`src/include/sbt_pkg.sv`:
```
package sbt_pkg;
  localparam int SBT_IR_W = 3;
  localparam int SBT_BSR_W = 107;
  localparam int SBT_ID_W = 32;
  localparam int SBT_RESET_TMS_COUNT = 5;
  localparam int SBT_FIFO_DEPTH = 4;
  localparam int SBT_FIFO_W = 1;
  localparam logic [2:0] SBT_IR_ALLZERO = 3'h0;
  localparam logic [2:0] SBT_IR_IDCODE = 3'h1;
  localparam logic [2:0] SBT_IR_SAMPLE_Z = 3'h2;
  localparam logic [2:0] SBT_IR_SAMPLE = 3'h4;
  localparam logic [2:0] SBT_IR_BYPASS = 3'h7;
  localparam logic [1:0] SBT_IR_CAPTURE = 2'h1;
  localparam logic SBT_BYPASS_RESET = 1'h0;
  // Identity fields: values are arbitrary
  localparam logic [3:0] SBT_ID_REVISION = 4'h0;
  localparam logic [15:0] SBT_ID_DEVICE = 16'h0000;
  localparam logic [10:0] SBT_ID_VENDOR = 11'h2AA;
  localparam logic SBT_ID_PRESENT = 1'h1;
  localparam logic [31:0] SBT_ID_VALUE = {SBT_ID_REVISION, SBT_ID_DEVICE, SBT_ID_VENDOR, SBT_ID_PRESENT};
  typedef enum logic [3:0] {
    SBT_RESET = 4'h0,
    SBT_IDLE = 4'h1,
    SBT_SEL_DR = 4'h3,
    SBT_CAP_DR = 4'h2,
    SBT_SHIFT_DR = 4'h6,
    SBT_EXIT1_DR = 4'h7,
    SBT_PAUSE_DR = 4'h5,
    SBT_EXIT2_DR = 4'h4,
    SBT_UPD_DR = 4'hC,
    SBT_SEL_IR = 4'hD,
    SBT_CAP_IR = 4'hF,
    SBT_SHIFT_IR = 4'hE,
    SBT_EXIT1_IR = 4'hA,
    SBT_PAUSE_IR = 4'hB,
    SBT_EXIT2_IR = 4'h9,
    SBT_UPD_IR = 4'h8
  } sbt_state_t;
  typedef struct packed {
    logic tck;
    logic tms;
    logic tdi;
  } sbt_jtag_in_t;
  typedef struct packed {
    logic tdo;
    logic tdo_oe;
  } sbt_jtag_out_t;
endpackage : sbt_pkg

```
`src/rtl/sbt_tap.sv`:
```
`timescale 1ns/1ns
// Contract
// - Sample TMS on rising TCK, pulled high
// - TDI shifts into selected register MSB
// - TDO shows LSB, changes on falling TCK
// - Five TMS-high edges reach reset state
// - Power-up reset leaves TDO high-impedance
// - Exactly one register selected by instruction
// - Three-bit IR, IDCODE after any reset
// - Capture-IR loads 01 into low bits
// - Bypass bit cleared under bypass instruction
// - Boundary register is 107 bits long
// - Capture-DR loads ring, Shift-DR shifts it
// - Zero, sample, sample-Z capture the ring
// - IDCODE capture loads hardwired 32-bit code
// - No drive or preload path to SRAM
// - All-zero acts as sample, outputs driven
// - Sample-Z forces SRAM outputs high-impedance
// - Update-DR under sample does nothing extra
// - Bypass instruction selects one-bit bypass
// - Instruction encodings as listed
// - ID: revision top, vendor 11:1, bit0 one

module sbt_fifo #(
  parameter int WIDTH = 1,
  parameter int DEPTH = 4
) (
  input wire logic mclk,
  input wire logic rst,
  input wire logic [WIDTH-1:0] in_data,
  input wire logic in_valid,
  output logic in_ready,
  output logic [WIDTH-1:0] out_data,
  output logic out_valid,
  input wire logic out_ready
);
  localparam int AW = $clog2(DEPTH);
  logic [WIDTH-1:0] mem [DEPTH];
  logic [AW-1:0] wr_ptr;
  logic [AW-1:0] rd_ptr;
  logic [AW:0] count;
  wire push = in_valid && in_ready;
  wire pop = out_valid && out_ready;
  assign in_ready = (count != (AW+1)'(DEPTH));
  assign out_valid = (count != '0);
  assign out_data = mem[rd_ptr];
  always_ff @(posedge mclk)
  begin
    if (rst)
    begin
      wr_ptr <= '0;
      rd_ptr <= '0;
      count <= '0;
    end
    else
    begin
      if (push)
      begin
        mem[wr_ptr] <= in_data;
        wr_ptr <= (wr_ptr == AW'(DEPTH - 1)) ? '0 : wr_ptr + 1'b1;
      end
      if (pop)
        rd_ptr <= (rd_ptr == AW'(DEPTH - 1)) ? '0 : rd_ptr + 1'b1;
      count <= count + (AW+1)'(push) - (AW+1)'(pop);
    end
  end
endmodule : sbt_fifo

module sbt_tap
  import sbt_pkg::*;
(
  input wire logic mclk,
  input wire logic rst,
  input wire sbt_jtag_in_t jtag_in,
  input wire logic jtag_tms_present,
  input wire logic jtag_tdi_present,
  input wire logic [SBT_BSR_W-1:0] io_ring,
  output sbt_jtag_out_t jtag_out,
  output logic sram_outputs_hiz,
  output logic tap_in_reset
);
  // Pin synchronisers
  logic [2:0] sync1;
  logic [2:0] sync2;
  logic tck_prev;
  sbt_state_t state;
  sbt_state_t next_state;
  logic [SBT_IR_W-1:0] ir_shift;
  logic [SBT_IR_W-1:0] ir;
  logic bypass_register;
  logic [SBT_BSR_W-1:0] boundary_scan_register;
  logic [SBT_ID_W-1:0] identification_register;
  logic [2:0] tms_high_count;
  logic tdo_oe_q;
  logic tdo_q;
  logic fifo_in_ready;
  logic fifo_out_data;
  logic fifo_out_valid;
  wire tms_raw = jtag_tms_present ? jtag_in.tms : 1'b1;
  wire tdi_raw = jtag_tdi_present ? jtag_in.tdi : 1'b1;
  always_ff @(posedge mclk)
  begin
    sync1 <= {jtag_in.tck, tms_raw, tdi_raw};
    sync2 <= sync1;
  end
  wire tck_s = sync2[2];
  wire tms_s = sync2[1];
  wire tdi_s = sync2[0];
  wire tck_rise = tck_s && !tck_prev;
  wire tck_fall = !tck_s && tck_prev;
  function automatic sbt_state_t sbt_next(input sbt_state_t s, input logic tms);
    case (s)
      SBT_RESET: sbt_next = tms ? SBT_RESET : SBT_IDLE;
      SBT_IDLE: sbt_next = tms ? SBT_SEL_DR : SBT_IDLE;
      SBT_SEL_DR: sbt_next = tms ? SBT_SEL_IR : SBT_CAP_DR;
      SBT_CAP_DR: sbt_next = tms ? SBT_EXIT1_DR : SBT_SHIFT_DR;
      SBT_SHIFT_DR: sbt_next = tms ? SBT_EXIT1_DR : SBT_SHIFT_DR;
      SBT_EXIT1_DR: sbt_next = tms ? SBT_UPD_DR : SBT_PAUSE_DR;
      SBT_PAUSE_DR: sbt_next = tms ? SBT_EXIT2_DR : SBT_PAUSE_DR;
      SBT_EXIT2_DR: sbt_next = tms ? SBT_UPD_DR : SBT_SHIFT_DR;
      SBT_UPD_DR: sbt_next = tms ? SBT_SEL_DR : SBT_IDLE;
      SBT_SEL_IR: sbt_next = tms ? SBT_RESET : SBT_CAP_IR;
      SBT_CAP_IR: sbt_next = tms ? SBT_EXIT1_IR : SBT_SHIFT_IR;
      SBT_SHIFT_IR: sbt_next = tms ? SBT_EXIT1_IR : SBT_SHIFT_IR;
      SBT_EXIT1_IR: sbt_next = tms ? SBT_UPD_IR : SBT_PAUSE_IR;
      SBT_PAUSE_IR: sbt_next = tms ? SBT_EXIT2_IR : SBT_PAUSE_IR;
      SBT_EXIT2_IR: sbt_next = tms ? SBT_UPD_IR : SBT_SHIFT_IR;
      SBT_UPD_IR: sbt_next = tms ? SBT_SEL_DR : SBT_IDLE;
      default: sbt_next = SBT_RESET;
    endcase
  endfunction : sbt_next
  function automatic logic sbt_is_boundary(input logic [SBT_IR_W-1:0] code);
    sbt_is_boundary = (code == SBT_IR_ALLZERO) || (code == SBT_IR_SAMPLE) || (code == SBT_IR_SAMPLE_Z);
  endfunction : sbt_is_boundary
  // Five TMS-high edges force reset independent of state
  wire five_high = tms_s && (tms_high_count == 3'(SBT_RESET_TMS_COUNT - 1));
  assign next_state = five_high ? SBT_RESET : sbt_next(state, tms_s);
  wire sel_bsr = sbt_is_boundary(ir);
  wire sel_id = (ir == SBT_IR_IDCODE);
  wire sel_byp = !sel_bsr && !sel_id;
  wire in_shift_dr = (state == SBT_SHIFT_DR);
  wire in_shift_ir = (state == SBT_SHIFT_IR);
  wire dr_lsb = sel_bsr ? boundary_scan_register[0] : (sel_id ? identification_register[0] : bypass_register);
  wire shift_lsb = in_shift_ir ? ir_shift[0] : dr_lsb;
  // Serial output stream, buffered from rising-edge shift to falling-edge launch
  wire fifo_push = tck_rise && (in_shift_dr || in_shift_ir);
  always_ff @(posedge mclk)
  begin
    if (rst)
    begin
      tck_prev <= 1'b0;
      state <= SBT_RESET;
      tms_high_count <= '0;
    end
    else
    begin
      tck_prev <= tck_s;
      if (tck_rise)
      begin
        state <= next_state;
        tms_high_count <= (!tms_s || five_high) ? 3'h0 : tms_high_count + 3'h1;
      end
    end
  end
  always_ff @(posedge mclk)
  begin
    if (rst)
    begin
      ir_shift <= SBT_IR_IDCODE;
      ir <= SBT_IR_IDCODE;
      bypass_register <= SBT_BYPASS_RESET;
      boundary_scan_register <= '0;
      identification_register <= '0;
    end
    else if (tck_rise && fifo_in_ready)
    begin
      case (state)
        SBT_RESET: ir <= SBT_IR_IDCODE;
        SBT_CAP_IR: ir_shift <= {ir[SBT_IR_W-1], SBT_IR_CAPTURE};
        SBT_SHIFT_IR: ir_shift <= {tdi_s, ir_shift[SBT_IR_W-1:1]};
        SBT_UPD_IR: ir <= ir_shift;
        SBT_CAP_DR:
        begin
          if (sel_bsr)
            boundary_scan_register <= io_ring;
          if (sel_id)
            identification_register <= SBT_ID_VALUE;
          if (sel_byp)
            bypass_register <= SBT_BYPASS_RESET;
        end
        SBT_SHIFT_DR:
        begin
          if (sel_bsr)
            boundary_scan_register <= {tdi_s, boundary_scan_register[SBT_BSR_W-1:1]};
          if (sel_id)
            identification_register <= {tdi_s, identification_register[SBT_ID_W-1:1]};
          if (sel_byp)
            bypass_register <= tdi_s;
        end
        // Update-DR holds everything, no preload into I/O buffers
        SBT_UPD_DR: ir <= ir;
        default: ir <= ir;
      endcase
      // Load IDCODE on the edge that enters reset, so it holds while in reset
      if (next_state == SBT_RESET)
        ir <= SBT_IR_IDCODE;
    end
  end
  sbt_fifo #(
    .WIDTH(SBT_FIFO_W),
    .DEPTH(SBT_FIFO_DEPTH)
  ) u_fifo (
    .mclk(mclk),
    .rst(rst),
    .in_data(shift_lsb),
    .in_valid(fifo_push),
    .in_ready(fifo_in_ready),
    .out_data(fifo_out_data),
    .out_valid(fifo_out_valid),
    .out_ready(tck_fall)
  );
  always_ff @(posedge mclk)
  begin
    if (rst)
    begin
      tdo_q <= 1'b0;
      tdo_oe_q <= 1'b0;
      sram_outputs_hiz <= 1'b0;
      tap_in_reset <= 1'b1;
    end
    else
    begin
      if (tck_fall)
      begin
        if (fifo_out_valid)
          tdo_q <= fifo_out_data;
        tdo_oe_q <= in_shift_dr || in_shift_ir;
      end
      sram_outputs_hiz <= (ir == SBT_IR_SAMPLE_Z);
      tap_in_reset <= (state == SBT_RESET);
    end
  end
  assign jtag_out.tdo = tdo_q;
  assign jtag_out.tdo_oe = tdo_oe_q;
endmodule : sbt_tap
```
`config.mk`:
```
export PLATFORM = sky130hd
export DESIGN_NAME = sbt_tap
export DESIGN_NICKNAME = d
export VERILOG_FILES = /design/src/include/sbt_pkg.sv /design/src/rtl/sbt_tap.sv
export SDC_FILE = /design/constraint.sdc
export NUM_CORES = 1
export LEC_CHECK = 0
export BUFFER_PORTS_ARGS = -buffer_cell sky130_fd_sc_hd__buf_4
export CORE_UTILIZATION = 39
export DETAILED_ROUTE_END_ITERATION = 12
export PLACE_DENSITY = 0.6
export SETUP_SLACK_MARGIN = 0.4
export SYNTH_ARGS = -nofsm -noshare
export SYNTH_HDL_FRONTEND = slang
export SYNTH_HIERARCHICAL = 1
export SYNTH_SLANG_ARGS = --single-unit
```
`constraint.sdc`:
```
create_clock -name mclk -period 3.8 [get_ports mclk]
set_input_delay 0.19 -clock mclk [delete_from_list [all_inputs] [get_ports mclk]]
set_output_delay 0.19 -clock mclk [all_outputs]
set_load 0.005 [all_outputs]
```
==> results.sh <==
export IMPL_cts_resized=0
export IMPL_ant_nets=0
export IMPL_critical_path_arrival_ns=2.97
export IMPL_post_dp_hpwl_um=10300
export IMPL_fin_total_pwr_mw=3.75
export IMPL_end_kind="flop"
export IMPL_gp_congestion=0.817
export IMPL_pin_count=118
export IMPL_synth_cell_types=53
export IMPL_yosys_area_top_type_share_pct=45.3
export IMPL_worstHoldStart="io_ring[57]"
export IMPL_syn_area_um2=7650
export IMPL_antenna_found_initial=0
export IMPL_critPathBufInv=2
export IMPL_clkTransAtPathRegs_ns=0.07
export IMPL_reg2reg_from="state[1]"
export IMPL_worst_slack_ns=1.12
export IMPL_critPathLaunchType="flop"
export IMPL_track_usage_pct=17.4
export IMPL_clk_path_buf_depth=2
export IMPL_fin_area_um2=9180
export IMPL_hold_ws_ns=0.0312
export IMPL_wl_per_cell_um=13.5
export IMPL_cts_htree_levels=4
export IMPL_synth_edff_count=4
export IMPL_skew_ns=0.0102
export IMPL_die_h_um=142
export IMPL_grt_pass1_vias=5899
export IMPL_synth_most_common_cell="nand2_1"
export IMPL_routed_via_density=5.16
export IMPL_pre_cts_ws_ns=1.12
export IMPL_critPathKind="reg2reg"
export IMPL_num_rows=50
export IMPL_grt_start_max_net_pins=134
export IMPL_cts_buffers=17
export IMPL_crit_path_max_incr_delay_ns=0.55
export IMPL_yosysSeqAreaShare_pct=46.9
export IMPL_cpMaxStageDelayCell="dfxtp_1"
export IMPL_initial_core_util_pct=40.3
export IMPL_path_max_fanout=14
export IMPL_hold_violations=0
export IMPL_fin_setup_tns_ns=0
export IMPL_min_period_ns=2.68
export IMPL_startpoint="state[1]"
export IMPL_vias=6609
export IMPL_area_delta_synth_final_pct=20.1
export IMPL_drt_total_wl_um=17200
export IMPL_drive_above_1_share_pct=16.3
export IMPL_clock_sinks=177
export IMPL_num_antenna_cells=0
export IMPL_drc=0
export IMPL_yosys_area_top_type="dfxtp_1"
export IMPL_coreArea_um2=19000
export IMPL_ir_worst_vdd_v=0.000277
export IMPL_stdcell_count=1281
export IMPL_netlist_instances=947
export IMPL_syn_avg_cell_area_um2=8.07
export IMPL_dp_cells=1244
export IMPL_clk_latency_ns=0.43
export IMPL_dieArea_um2=20200
export IMPL_status="complete, no violations"
export IMPL_dieWidth_um=142
export IMPL_worstPathCellList="nand2_1 -> nor3_1 -> and2_4 -> inv_1 -> ha_1 -> inv_1 -> ha_1 -> fa_1 -> xnor2_1 -> xnor2_1 -> nor2_1"
export IMPL_overflow=0
export IMPL_io_buffers=117
export IMPL_synth_warnings=6
export IMPL_drt_pre_antenna_iters=5
export IMPL_fmax_ghz=0.374
export IMPL_cts_tree="yes"
export IMPL_grt_pass1_wl_um=28400
export IMPL_synthFlopType="dfxtp_1"
export IMPL_relSlewSlack_pct=25.5
export IMPL_final_util_pct=48.4
export IMPL_crit_family="adder cells"
export IMPL_syn_nets=1071
export IMPL_power_density_nw_per_um2=408
export IMPL_ys_ff_latch=177
export IMPL_worst_slew_pin_slew_ns=1.12
export IMPL_num_nets_final=1132
export IMPL_synthTopCellsByArea="dfxtp_1, nand2_1, a311oi_1"
export IMPL_maxCapViolCount=0
export IMPL_min_path_type="in2reg"
export IMPL_final_setup_viol_count=0
export IMPL_period_share_pct=70.4
export IMPL_placedInstanceArea_um2=8580
export IMPL_leakagePower_nw=3.31
export IMPL_first_iter_violations=396
export IMPL_maxSlewViolCount=0
export IMPL_seqCellArea_um2=3580
export IMPL_root_buffer="clkbuf_16"
export IMPL_multi_input_area_um2=3660
export IMPL_async_flop_share_pct=0
export IMPL_num_fill_cells=1880
export IMPL_cp_required_ns=4.10
export IMPL_rsz0062_at_grt="false"
export IMPL_ys_top_cells_by_count="nand2_1, dfxtp_1, nor2_1"
state kept, by name, indices dropped and copies added (netlist names), 2 cells and up, named ones only:
register                 count
boundary_scan_register     107
identification_register     32
state                        4
u_fifo/mem                   4
ir                           3
ir_shift                     3
sync1                        3
sync2                        3
tms_high_count               3
u_fifo/count                 3
u_fifo/rd_ptr                2
u_fifo/wr_ptr                2
power breakdown:
group | internal [mW] | switching [mW] | leakage [nW] | total (mW)
registers | 1.87 | 0.0136 | 1.43 | 1.88
clock network | 0.911 | 0.749 | 0.268 | 1.66
logic | 0.109 | 0.0964 | 1.61 | 0.206
layout make-up:
type	instances	area share, %
well taps	260	3.54
clock inverters	11	1.17
flip-flops and latches	177	39.0
multi-input cells	670	39.9
inverters	14	0.572
clock buffers	21	4.80
repair buffers	128	11.0
what timing repair did:
action,in CTS,in global routing
hold buffers,5,0
hold endpoints to repair,3,0
setup buffers,0,0
layer usage:
layer	vias to the layer above	GRT usage, %	wire length [um]
li1	3405	-	-
met1	3053	24.1	8510
met2	132	26.5	7780
met3	19	3.67	695
met4	0	6.28	251
met5	-	0	0
final timing paths:
kind	endpoint	slack, ns	depth (start not counted)
worst max register to register	u_fifo/count[2]	1.12	11
worst min register to register	sync2[1]	0.32	0
worst max-delay path	u_fifo/count[2]	1.12	11
worst min-delay path	boundary_scan_register[57]	0.03	3
cell families after synthesis:
kind of cell	synth area share [%]
flip-flops	46.9
buffers and inverters	5.61
adder cells (fa/ha/maj)	1.87
multiplexers	1.34
AO/OA/AOI/OAI	17.3
XOR/XNOR	0.229
AND/OR/NAND/NOR	26.8
tightest hold or removal path: cells and delay by family:
family / cells / cell delay, ns
buffers and inverters: 1 / 0.11
and+or+nand+nor: 1 / 0.05
AOI/OAI and AO/OA: 1 / 0.08
placed cells by master, fill, tap and decap left out, types with 2 or more instances in the layout:
cell,synthesis,final
nand2_1,255,255
dfxtp_1,173,173
nor2_1,124,124
buf_4,8,120
a311oi_1,108,108
a21oi_1,39,39
nand3_1,30,30
clkbuf_16,0,17
inv_1,14,14
nor3_1,13,13
nand2b_1,11,11
o21ai_0,10,10
ha_1,9,9
nor2b_1,8,8
mux2i_1,8,8
nor3b_1,6,6
dlygate4sd3_1,0,5
nor3_2,4,4
clkbuf_1,45,4
edfxtp_1,4,4
or3_1,3,3
nor4b_1,3,3
a211oi_1,3,3
clkinv_4,0,3
clkinv_2,0,3
buf_12,0,3
o22ai_1,2,2
a32o_1,2,2
nand4_1,2,2
inv_6,0,2
xnor2_1,2,2
(Power assumes the default switching activity.)
